$ cat src/logic/pccs_map.svh
`ifndef PCCS_MAP_SVH
`define PCCS_MAP_SVH
// Register byte offsets on the bus
`define PCCS_OFF_LOW      8'h00
`define PCCS_OFF_LATCH    8'h04
`define PCCS_OFF_COUNT    8'h08
// Field layout
`define PCCS_CNT_W        13
`define PCCS_LATCH_W      5
`define PCCS_DEPTH        8
`define PCCS_SP_W         3
// Reset values
`define PCCS_CNT_RST      13'h0000
`define PCCS_LATCH_RST    5'h00
`endif

$ cat src/logic/pccs_pkg.sv
`default_nettype none
package pccs_pkg;
  // Counter sequencing operation from the decoder
  typedef enum logic [2:0] {
    PCCS_OP_NEXT = 3'h0,
    PCCS_OP_CALL = 3'h1,
    PCCS_OP_JUMP = 3'h2,
    PCCS_OP_RET  = 3'h3,
    PCCS_OP_INT  = 3'h4,
    PCCS_OP_HOLD = 3'h5
  } pccs_op_t;
endpackage : pccs_pkg
`default_nettype wire

$ cat src/logic/pccs_core.sv
// Behaviour
// - The counter is 13 bits wide and its low byte is a software read/write register.
// - The upper five counter bits read back through the full-counter register but are never written from the bus; software loads them via the latch.
// - Every reset clears the whole counter to zero.
// - A write to the low byte loads latch bits 4..0 into the upper counter bits at once.
// - Calls and jumps take latch bits 4..3 as the top two bits, the rest from the opcode.
// - An eight-entry, 13-bit return stack lives outside program and data space.
// - The stack pointer is not reachable by software.
// - Calls push the counter plus one; interrupt vectoring pushes the current counter value.
// - All three return kinds pop the stack into the counter.
// - Pushes and pops never alter the high latch.
// - The stack is circular; the ninth push overwrites the first.
// - No flag reports overflow or underflow.
//
// Local design decisions: the register offsets and register access over Wishbone.
`include "pccs_map.svh"
`default_nettype none
module pccs_core
  import pccs_pkg::*;
(
  // Clock and reset
  input  wire logic        clk_sys,
  input  wire logic        srst,
  // Wishbone slave
  input  wire logic        wb_cyc_i,
  input  wire logic        wb_stb_i,
  input  wire logic        wb_we_i,
  input  wire logic [7:0]  wb_adr_i,
  input  wire logic [3:0]  wb_sel_i,
  input  wire logic [31:0] wb_dat_i,
  output logic      [31:0] wb_dat_o,
  output logic             wb_ack_o,
  output logic             wb_err_o,
  // Decoder sequencing
  input  wire logic        step_i,
  input  wire pccs_op_t    op_i,
  input  wire logic [10:0] target_i,
  input  wire logic        core_low_we_i,
  input  wire logic [7:0]  core_low_dat_i,
  input  wire logic [12:0] int_vector_i,
  // Fetch address
  output logic      [12:0] instruction_pointer_o
);

  // Counter, latch and pointer state
  logic [12:0] pc_q;
  logic [12:0] pc_d;
  logic [4:0]  latch_q;
  logic [4:0]  latch_d;
  logic [2:0]  sp_q;
  logic [2:0]  sp_d;
  logic [12:0] stack_q [0:7];
  // Bus answer state
  logic        ack_q;
  logic        ack_d;
  logic        err_q;
  logic        err_d;
  logic [31:0] rdat_q;
  logic [31:0] rdat_d;

  // Push decode, shared by the pointer and the stack slots
  function automatic logic op_pushes(input pccs_op_t op);
    op_pushes = (op == PCCS_OP_CALL) || (op == PCCS_OP_INT);
  endfunction : op_pushes

  // Pop decode; every return kind reaches us as the one code
  function automatic logic op_pops(input pccs_op_t op);
    op_pops = (op == PCCS_OP_RET);
  endfunction : op_pops

  // Bus request is taken only when no answer is pending, so that each
  // request gets exactly one single-cycle answer even if stb stays up
  wire       req     = wb_cyc_i & wb_stb_i & ~ack_q & ~err_q;
  wire       hit_low = (wb_adr_i == `PCCS_OFF_LOW);
  wire       hit_lat = (wb_adr_i == `PCCS_OFF_LATCH);
  wire       hit_cnt = (wb_adr_i == `PCCS_OFF_COUNT);
  wire       mapped  = hit_low | hit_lat | hit_cnt;
  // The full counter is read-only; a write there is refused with err,
  // so the upper counter bits can never be set straight from the bus
  wire       good    = mapped & ~(wb_we_i & hit_cnt);
  wire       bus_low = req & good & wb_we_i & hit_low & wb_sel_i[0];
  wire       bus_lat = req & good & wb_we_i & hit_lat & wb_sel_i[0];
  wire       low_we  = bus_low | core_low_we_i;
  // Bus write beats the core when both hit the low byte in one cycle;
  // the core should never do this, and the bus is the easier to debug
  wire [7:0] low_val = bus_low ? wb_dat_i[7:0] : core_low_dat_i;

  // Sequencing decode; HOLD or an unknown code moves nothing
  wire        do_push  = step_i & op_pushes(op_i);
  wire        do_pop   = step_i & op_pops(op_i);
  wire [2:0]  sp_inc   = sp_q + 3'h1;
  wire [2:0]  sp_dec   = sp_q - 3'h1;
  wire [12:0] pc_inc   = pc_q + 13'h0001;
  // Only the two top bits come from the latch; bits 10..0 are the opcode's
  wire [12:0] far_tgt  = {latch_q[4:3], target_i};
  // A low-byte load takes all five latch bits; the byte gives no carry
  wire [12:0] low_tgt  = {latch_q, low_val};
  // Calls return to the next instruction; an interrupt returns to the
  // one it displaced, so the core steps in before incrementing
  wire [12:0] push_val = (op_i == PCCS_OP_CALL) ? pc_inc : pc_q;
  // Top of stack as a pop sees it
  wire [12:0] pop_val  = stack_q[sp_dec];

  // Read data; narrow registers sit in the low bits, the rest reads zero
  wire [31:0] rd_mux = hit_low ? {24'h000000, pc_q[7:0]} :
                       hit_lat ? {27'h0000000, latch_q}  :
                       {19'h00000, pc_q};

  // Next counter; a low-byte write has priority over sequencing, but a
  // push or pop in that same cycle still moves the stack
  always_comb begin
    pc_d = pc_q;
    if (low_we) begin
      pc_d = low_tgt;
    end else if (step_i) begin
      case (op_i)
        PCCS_OP_NEXT: pc_d = pc_inc;
        PCCS_OP_CALL: pc_d = far_tgt;
        PCCS_OP_JUMP: pc_d = far_tgt;
        PCCS_OP_RET:  pc_d = pop_val;
        PCCS_OP_INT:  pc_d = int_vector_i;
        default:      pc_d = pc_q;
      endcase
    end
  end

  // Latch next value; only a bus write moves it, never the stack
  always_comb begin
    latch_d = latch_q;
    if (bus_lat) begin
      latch_d = wb_dat_i[4:0];
    end
  end

  // Pointer next value; it wraps silently both ways, so software that
  // nests deeper than eight loses its oldest return points unwarned
  always_comb begin
    sp_d = sp_q;
    if (do_push) begin
      sp_d = sp_inc;
    end else if (do_pop) begin
      sp_d = sp_dec;
    end
  end

  // Bus answer next values; read data is zero outside an answer
  always_comb begin
    ack_d  = req & good;
    err_d  = req & ~good;
    rdat_d = (req & good & ~wb_we_i) ? rd_mux : 32'h00000000;
  end

  // Counter register, cleared by every reset
  always_ff @(posedge clk_sys) begin
    if (srst) begin
      pc_q <= `PCCS_CNT_RST;
    end else begin
      pc_q <= pc_d;
    end
  end

  // High latch
  always_ff @(posedge clk_sys) begin
    if (srst) begin
      latch_q <= `PCCS_LATCH_RST;
    end else begin
      latch_q <= latch_d;
    end
  end

  // Circular pointer, kept off the bus entirely
  always_ff @(posedge clk_sys) begin
    if (srst) begin
      sp_q <= 3'h0;
    end else begin
      sp_q <= sp_d;
    end
  end

  // Stack slots, outside every addressable space; contents are not
  // reset, so a pop past what was pushed returns an older entry
  genvar gi;
  generate
    for (gi = 0; gi < `PCCS_DEPTH; gi++) begin : g_slot
      always_ff @(posedge clk_sys) begin
        if (do_push && (sp_q == 3'(gi))) begin
          stack_q[gi] <= push_val;
        end
      end
    end
  endgenerate

  // Bus answer registers
  always_ff @(posedge clk_sys) begin
    if (srst) begin
      ack_q  <= 1'b0;
      err_q  <= 1'b0;
      rdat_q <= 32'h00000000;
    end else begin
      ack_q  <= ack_d;
      err_q  <= err_d;
      rdat_q <= rdat_d;
    end
  end

  // Outputs straight from flip-flops
  assign wb_ack_o              = ack_q;
  assign wb_err_o              = err_q;
  assign wb_dat_o              = rdat_q;
  assign instruction_pointer_o = pc_q;
endmodule : pccs_core
`default_nettype wire

$ cat config.mk
export PLATFORM = sky130hd
export DESIGN_NAME = pccs_core
export DESIGN_NICKNAME = d
export VERILOG_FILES = /design/src/logic/pccs_pkg.sv /design/src/logic/pccs_core.sv
export VERILOG_INCLUDE_DIRS = /design/src /design/src/logic
export SDC_FILE = /design/constraint.sdc
export NUM_CORES = 1
export LEC_CHECK = 0
export BUFFER_PORTS_ARGS = -buffer_cell sky130_fd_sc_hd__buf_2
export CAP_MARGIN = 30
export CORE_UTILIZATION = 48
export CTS_BUF_LIST = sky130_fd_sc_hd__clkbuf_8 sky130_fd_sc_hd__clkbuf_16
export DETAILED_ROUTE_END_ITERATION = 12
export PLACE_DENSITY = 0.73
export SKIP_CTS_REPAIR_TIMING = 1
export SYNTH_ARGS = -nofsm -noshare
export SYNTH_HDL_FRONTEND = slang
export SYNTH_SLANG_ARGS = --single-unit
$ cat constraint.sdc
create_clock -name clk_sys -period 2.42 [get_ports clk_sys]
set_input_delay 0.242 -clock clk_sys [delete_from_list [all_inputs] [get_ports clk_sys]]
set_output_delay 0.242 -clock clk_sys [all_outputs]
set_load 0.005 [all_outputs]
# Word-level counts from Yosys, hierarchy flattened
# Memories as Yosys holds them, arrays and structs flattened.
# Index checks and enable logic that the tools add are counted.
word_totals:
  reg_bits: 55
  ramBits: 104
  out_inout_bits: 47
  wordCells: 122
  mem_count: 1
classes:
  n_addsub: 3
  n_eq_ne: 13
  mux: 46
  n_bitwise: 24
  reduce_logical: 27
mem_list:
  columns: ["memory", "words", "width", "rd", "rd_ports_with_merged_regs", "wr", "line", "source"]
  rows:
  - ["stack_q", 8, 13, 1, 0, 1, "pccs_core.sv:52", "logic [12:0] stack_q [0:7];"]
ops:
  columns: ["cell", "n"]
  rows:
  - ["two-way mux 13 bit", 10]
  - ["OR reduction 13 bit", 7]
  - ["one-hot mux 13 bit (4 select lines)", 1]
  - ["two-way mux 3 bit", 9]
  - ["two-way mux 8 bit", 3]
  - ["two-way mux 1 bit", 23]
  - ["bitwise AND 1 bit", 15]
  - ["== test 3 bit, second input constant", 5]
  - ["adder 13 x 1 -> 13 bit, second input constant", 1]
  - ["== test 3 x 2 -> 1 bit, second input constant", 4]
  - ["== test 8 x 3 -> 1 bit, second input constant", 1]
  - ["== test 8 x 4 -> 1 bit, second input constant", 1]
  - ["logical AND 1 bit", 8]
  - ["logical NOT 8 bit", 1]
  - ["== test 3 x 1 -> 1 bit, second input constant", 2]
  - ["logical NOT 3 bit", 2]
  - ["inverter 1 bit", 6]
  - ["nonzero test 5 bit", 1]
  - ["nonzero test 2 bit", 2]
  - ["OR reduction 2 bit", 2]
  - ["OR reduction 4 bit", 1]
  - ["adder 3 x 1 -> 3 bit, second input constant", 1]
  - ["bitwise OR 1 bit", 3]
  - ["OR reduction 3 bit", 1]
  - ["3 further kinds", 3]

# Longest topological paths before layout
logic_depth:
  ltp_word: 14
  depth_mapped: 11
  mapped_depth_nobuf: 8

# Least setup slack after synthesis
# OpenSTA, ideal clock, no wires.
synth_timing:
  kind: "register to register"
  startpoint: "reg sp_q[0]"
  endpoint: "reg pc_q[8], in the netlist instruction_pointer_o[8]"
  t_arrival_ns: 2.476
  slack_ns: -0.189
  stages_incl_launch_ff: 11
  period_less_slack_ns: 2.609
  cell_sequence: "dfxtp_1 buf_4 buf_4 inv_1 ha_1 buf_2 clkbuf_1 mux4_2 mux2_2 o211ai_1 o21ai_0"
synth_via:
  elab_chain_cells: 5
synth_lines:
  columns: ["element", "line", "source"]
  rows:
  - ["start: declaration", "pccs_core.sv:50", "logic [2:0] sp_q;"]
  - ["start signal: assignment", "pccs_core.sv:176", "sp_q <= sp_d;"]
  - ["subtractor 3 x 1 -> 3 bit", "pccs_core.sv:92", "wire [2:0] sp_dec = sp_q - 3'h1;"]
  - ["memory read (8 x 13 bit)", null, null]
  - ["one-hot mux 13 bit (4 select lines)", "pccs_core.sv:116", "case (op_i)"]
  - ["two-way mux 13 bit", "pccs_core.sv:115", "end else if (step_i) begin"]
  - ["two-way mux 13 bit", "pccs_core.sv:113", "if (low_we) begin"]
  - ["end signal: assignment", "pccs_core.sv:156", "pc_q <= `PCCS_CNT_RST;"]
  - ["end signal: assignment", "pccs_core.sv:158", "pc_q <= pc_d;"]
  - ["end: declaration", "pccs_core.sv:46", "logic [12:0] pc_q;"]
# No other way between the ends. The select of a mux whose other input is x is not followed.
# A chain may end at the register's enable or synchronous reset.

# Worst setup path in the final report
layout_timing:
  startpoint: "reg sp_q[1]"
  endpoint: "reg pc_q[7], in the netlist instruction_pointer_o[7]"
# Same word-level chain as after synthesis.

==> flow_metrics.tcl <==
set metrics [dict create \
    reg2reg_from "sp_q[1]" \
    synthTopCellsByArea "edfxtp_1 47%, dfxtp_1 11%, mux4_2 8.2%" \
    hp-class "in2reg" \
    slew_viol_final 0 \
    coreArea_mm2 0.0133 \
    ys_seq_area_share_pct 58.0 \
    place_area_mm2 0.00735 \
    power.total_mw 5.84 \
    finalSetupTns_ns 0 \
    synth_area_per_cell_um2 13.1 \
    min_period_ns 2.29 \
    setup.worst_path.class "reg2reg" \
    relSlewSlack_pct 49.2 \
    fin_worst_skew_ns 0.00575 \
    ys_ff_latch 140 \
    firstDrtPassIters 5 \
    cp.required_ns 2.71 \
    htreeDepth 4 \
    cts.sinks 140 \
    grt.overflow.total 0 \
    nNetsFinal 707 \
    crit_start "sp_q[1]" \
    cts_tree "done" \
    async_flop_share_pct 0 \
    grt_pass1_vias 4616 \
    grt_usage_pct 24.4 \
    dr_total_vias 4735 \
    drt_iter0_markers 410 \
    cap_violations 0 \
    clk_latency_ns 0.42 \
    finalCritPeriodShare_pct 94.8 \
    rows 42 \
    die_h_um 119 \
    root_buffer "clkbuf_16" \
    synth_edf_count 104 \
    setup.worst_path.start_class "register" \
    netlist-cell-type-count 59 \
    status "finished, final reports clean" \
    area.growth.synth_to_final_pct 19.8 \
    clk_pin_slew_ns 0.06 \
    worstMarginPinSlew_ns 0.756 \
    portBuffers 86 \
    initial_core_util_pct 49.6 \
    irDropWorstVdd_mv 0.432 \
    rsz0062_at_grt "false" \
    grt_max_degree 29 \
    gp_congestion 0.881 \
    ios 133 \
    drc 0 \
    clock.fmax_mhz 436 \
    p_leak_nw 3.01 \
    die_width_um 119 \
    netlist.area_leader.share_pct 47.1 \
    antenna_cells 0 \
    via_per_inst 5.90 \
    syn_area_mm2 0.00662 \
    drive_gt1_share_pct 31.5 \
    antenna_found_initial 0 \
    cts_buffer_depth 2 \
    powerDensity_mw_per_mm2 736 \
    cts_buffers 17 \
    dieArea_mm2 0.0143 \
    wire_per_inst_um 20.7 \
    finalWirelength_um 16600 \
    final_cell_area_mm2 0.00794 \
    yosys.area.top_type "edfxtp_1" \
    crit_fanout 11 \
    hpwl_um 11400 \
    hold_violations 0 \
    syn_inst 505 \
    hold_path.startpoint "wb_dat_i[4]" \
    grt_first_pass_wirelength_um 25400 \
    synth_flop_cell "edfxtp_1" \
    arrival_ns 2.58 \
    crit_path_end_kind "register" \
    ant_nets 0 \
    setup_violations 0 \
    yosysWarnings 0 \
]
[layout make-up]
| cell class | count | area (µm²) |
|---|---|---|
| clock inverter | 15 | 134 |
| tap | 176 | 220 |
| sequential | 140 | 3840 |
| clock buffer | 17 | 425 |
| fill | 1063 | 5410 |
| multi-input combinational | 320 | 2530 |
| inverter | 8 | 30.0 |
| timing repair buffer | 126 | 756 |
[layer usage]
metal  track usage, %  routed length [µm]  vias up
li1                 -                   -     2094
met1             31.3                6760     2312
met2             39.1                7920      285
met3             5.32                1400       44
met4             11.8                 556        0
met5                0                   0        -
[through the flow]
step                setup slack (ns)  utilization (%)  instances  hold slack [ns]
floorplan                     0.0219                -        523            0.386
global placement               0.149             55.1        767            0.478
detailed placement            0.0544             55.1        767            0.479
CTS                           0.0290             59.3        799           0.0739
global route                 0.00639             59.5        802            0.107
finish                         0.126             59.5        802           0.0890
[registers in the layout, indices dropped and copies added, names as in the netlist]
signal                 flops
stack_q                  104
latch_q                    5
sp_q                       3
wb_ack_o                   1
wb_err_o                   1
instruction_pointer_o     13
wb_dat_o                  13
[worst paths after layout]
| kind | to | slack [ns] | cells past startpoint |
|---|---|---|---|
| setup reg to reg | instruction_pointer_o[7] | 0.13 | 9 |
| setup / recovery | instruction_pointer_o[7] | 0.13 | 9 |
| hold reg to reg | wb_dat_o[0] | 0.49 | 2 |
| hold / removal | latch_q[4] | 0.09 | 3 |
[worst max-delay path, stage by stage (launching register included)]
cell,delay (ns)
dfxtp_1,0.31
inv_1,0.11
ha_1,0.30
xor2_4,0.26
buf_4,0.28
mux2_2,0.36
nor3_1,0.19
o311ai_2,0.14
a22oi_2,0.15
nor3_2,0.06
[Yosys cell counts, types with 4 or more instances]
| cell | count |
|---|---|
| o22ai_1 | 13 |
| o211ai_1 | 10 |
| mux2i_1 | 14 |
| buf_2 | 9 |
| and3_1 | 10 |
| mux4_2 | 24 |
| nand3_1 | 20 |
| nor4_1 | 4 |
| clkbuf_1 | 22 |
| and2_1 | 10 |
| buf_4 | 22 |
| xor2_1 | 11 |
| a311oi_1 | 4 |
| nand2_1 | 29 |
| edfxtp_1 | 104 |
| a21oi_1 | 13 |
| mux2_2 | 4 |
| o21ai_0 | 14 |
| inv_1 | 8 |
| nand4_1 | 7 |
| ha_1 | 8 |
| nor2_1 | 35 |
| dfxtp_1 | 36 |
| maj3_1 | 8 |
| xnor2_1 | 16 |
| a31oi_1 | 4 |
[where the power goes]
part	switching [mW]	leakage, nW	total [mW]	internal [mW]
sequential	0.0284	1.23	2.66	2.63
combinational	0.411	1.49	0.750	0.339
clock	0.946	0.282	2.44	1.49
total	1.39	3.01	5.84	4.46
[cells in the final DEF (no fill, tap or decap), drive strengths merged, types with 4 or more instances in the layout]
cell,instances
nand4,7
ha,8
a311oi,4
o22ai,13
edfxtp,104
o211ai,10
clkbuf,17
a31oi,4
nand2,29
nor3,4
nor4,6
and3,10
mux2i,14
nand3,20
mux2,4
xor2,12
nor2,35
maj3,8
dfxtp,36
o21ai,14
conb,19
buf,126
a21oi,13
xnor2,16
and2,10
mux4,25
inv,10
clkinv,9
[kinds of logic (layout without fill, tap and decap cells)]
| kind of cell | count (synthesis) | after routing | synth area share, % |
|---|---|---|---|
| AO/OA/AOI/OAI | 78 | 78 | 8.29 |
| flip-flops | 140 | 140 | 58.0 |
| adder cells (fa/ha/maj) | 16 | 16 | 2.72 |
| other | 1 | 19 | 0.0566 |
| XOR/XNOR | 28 | 28 | 3.99 |
| buffers and inverters | 63 | 166 | 5.01 |
| multiplexers | 43 | 43 | 11.4 |
| AND/OR/NAND/NOR | 136 | 136 | 10.6 |
Power figures use the tool's default switching activity.
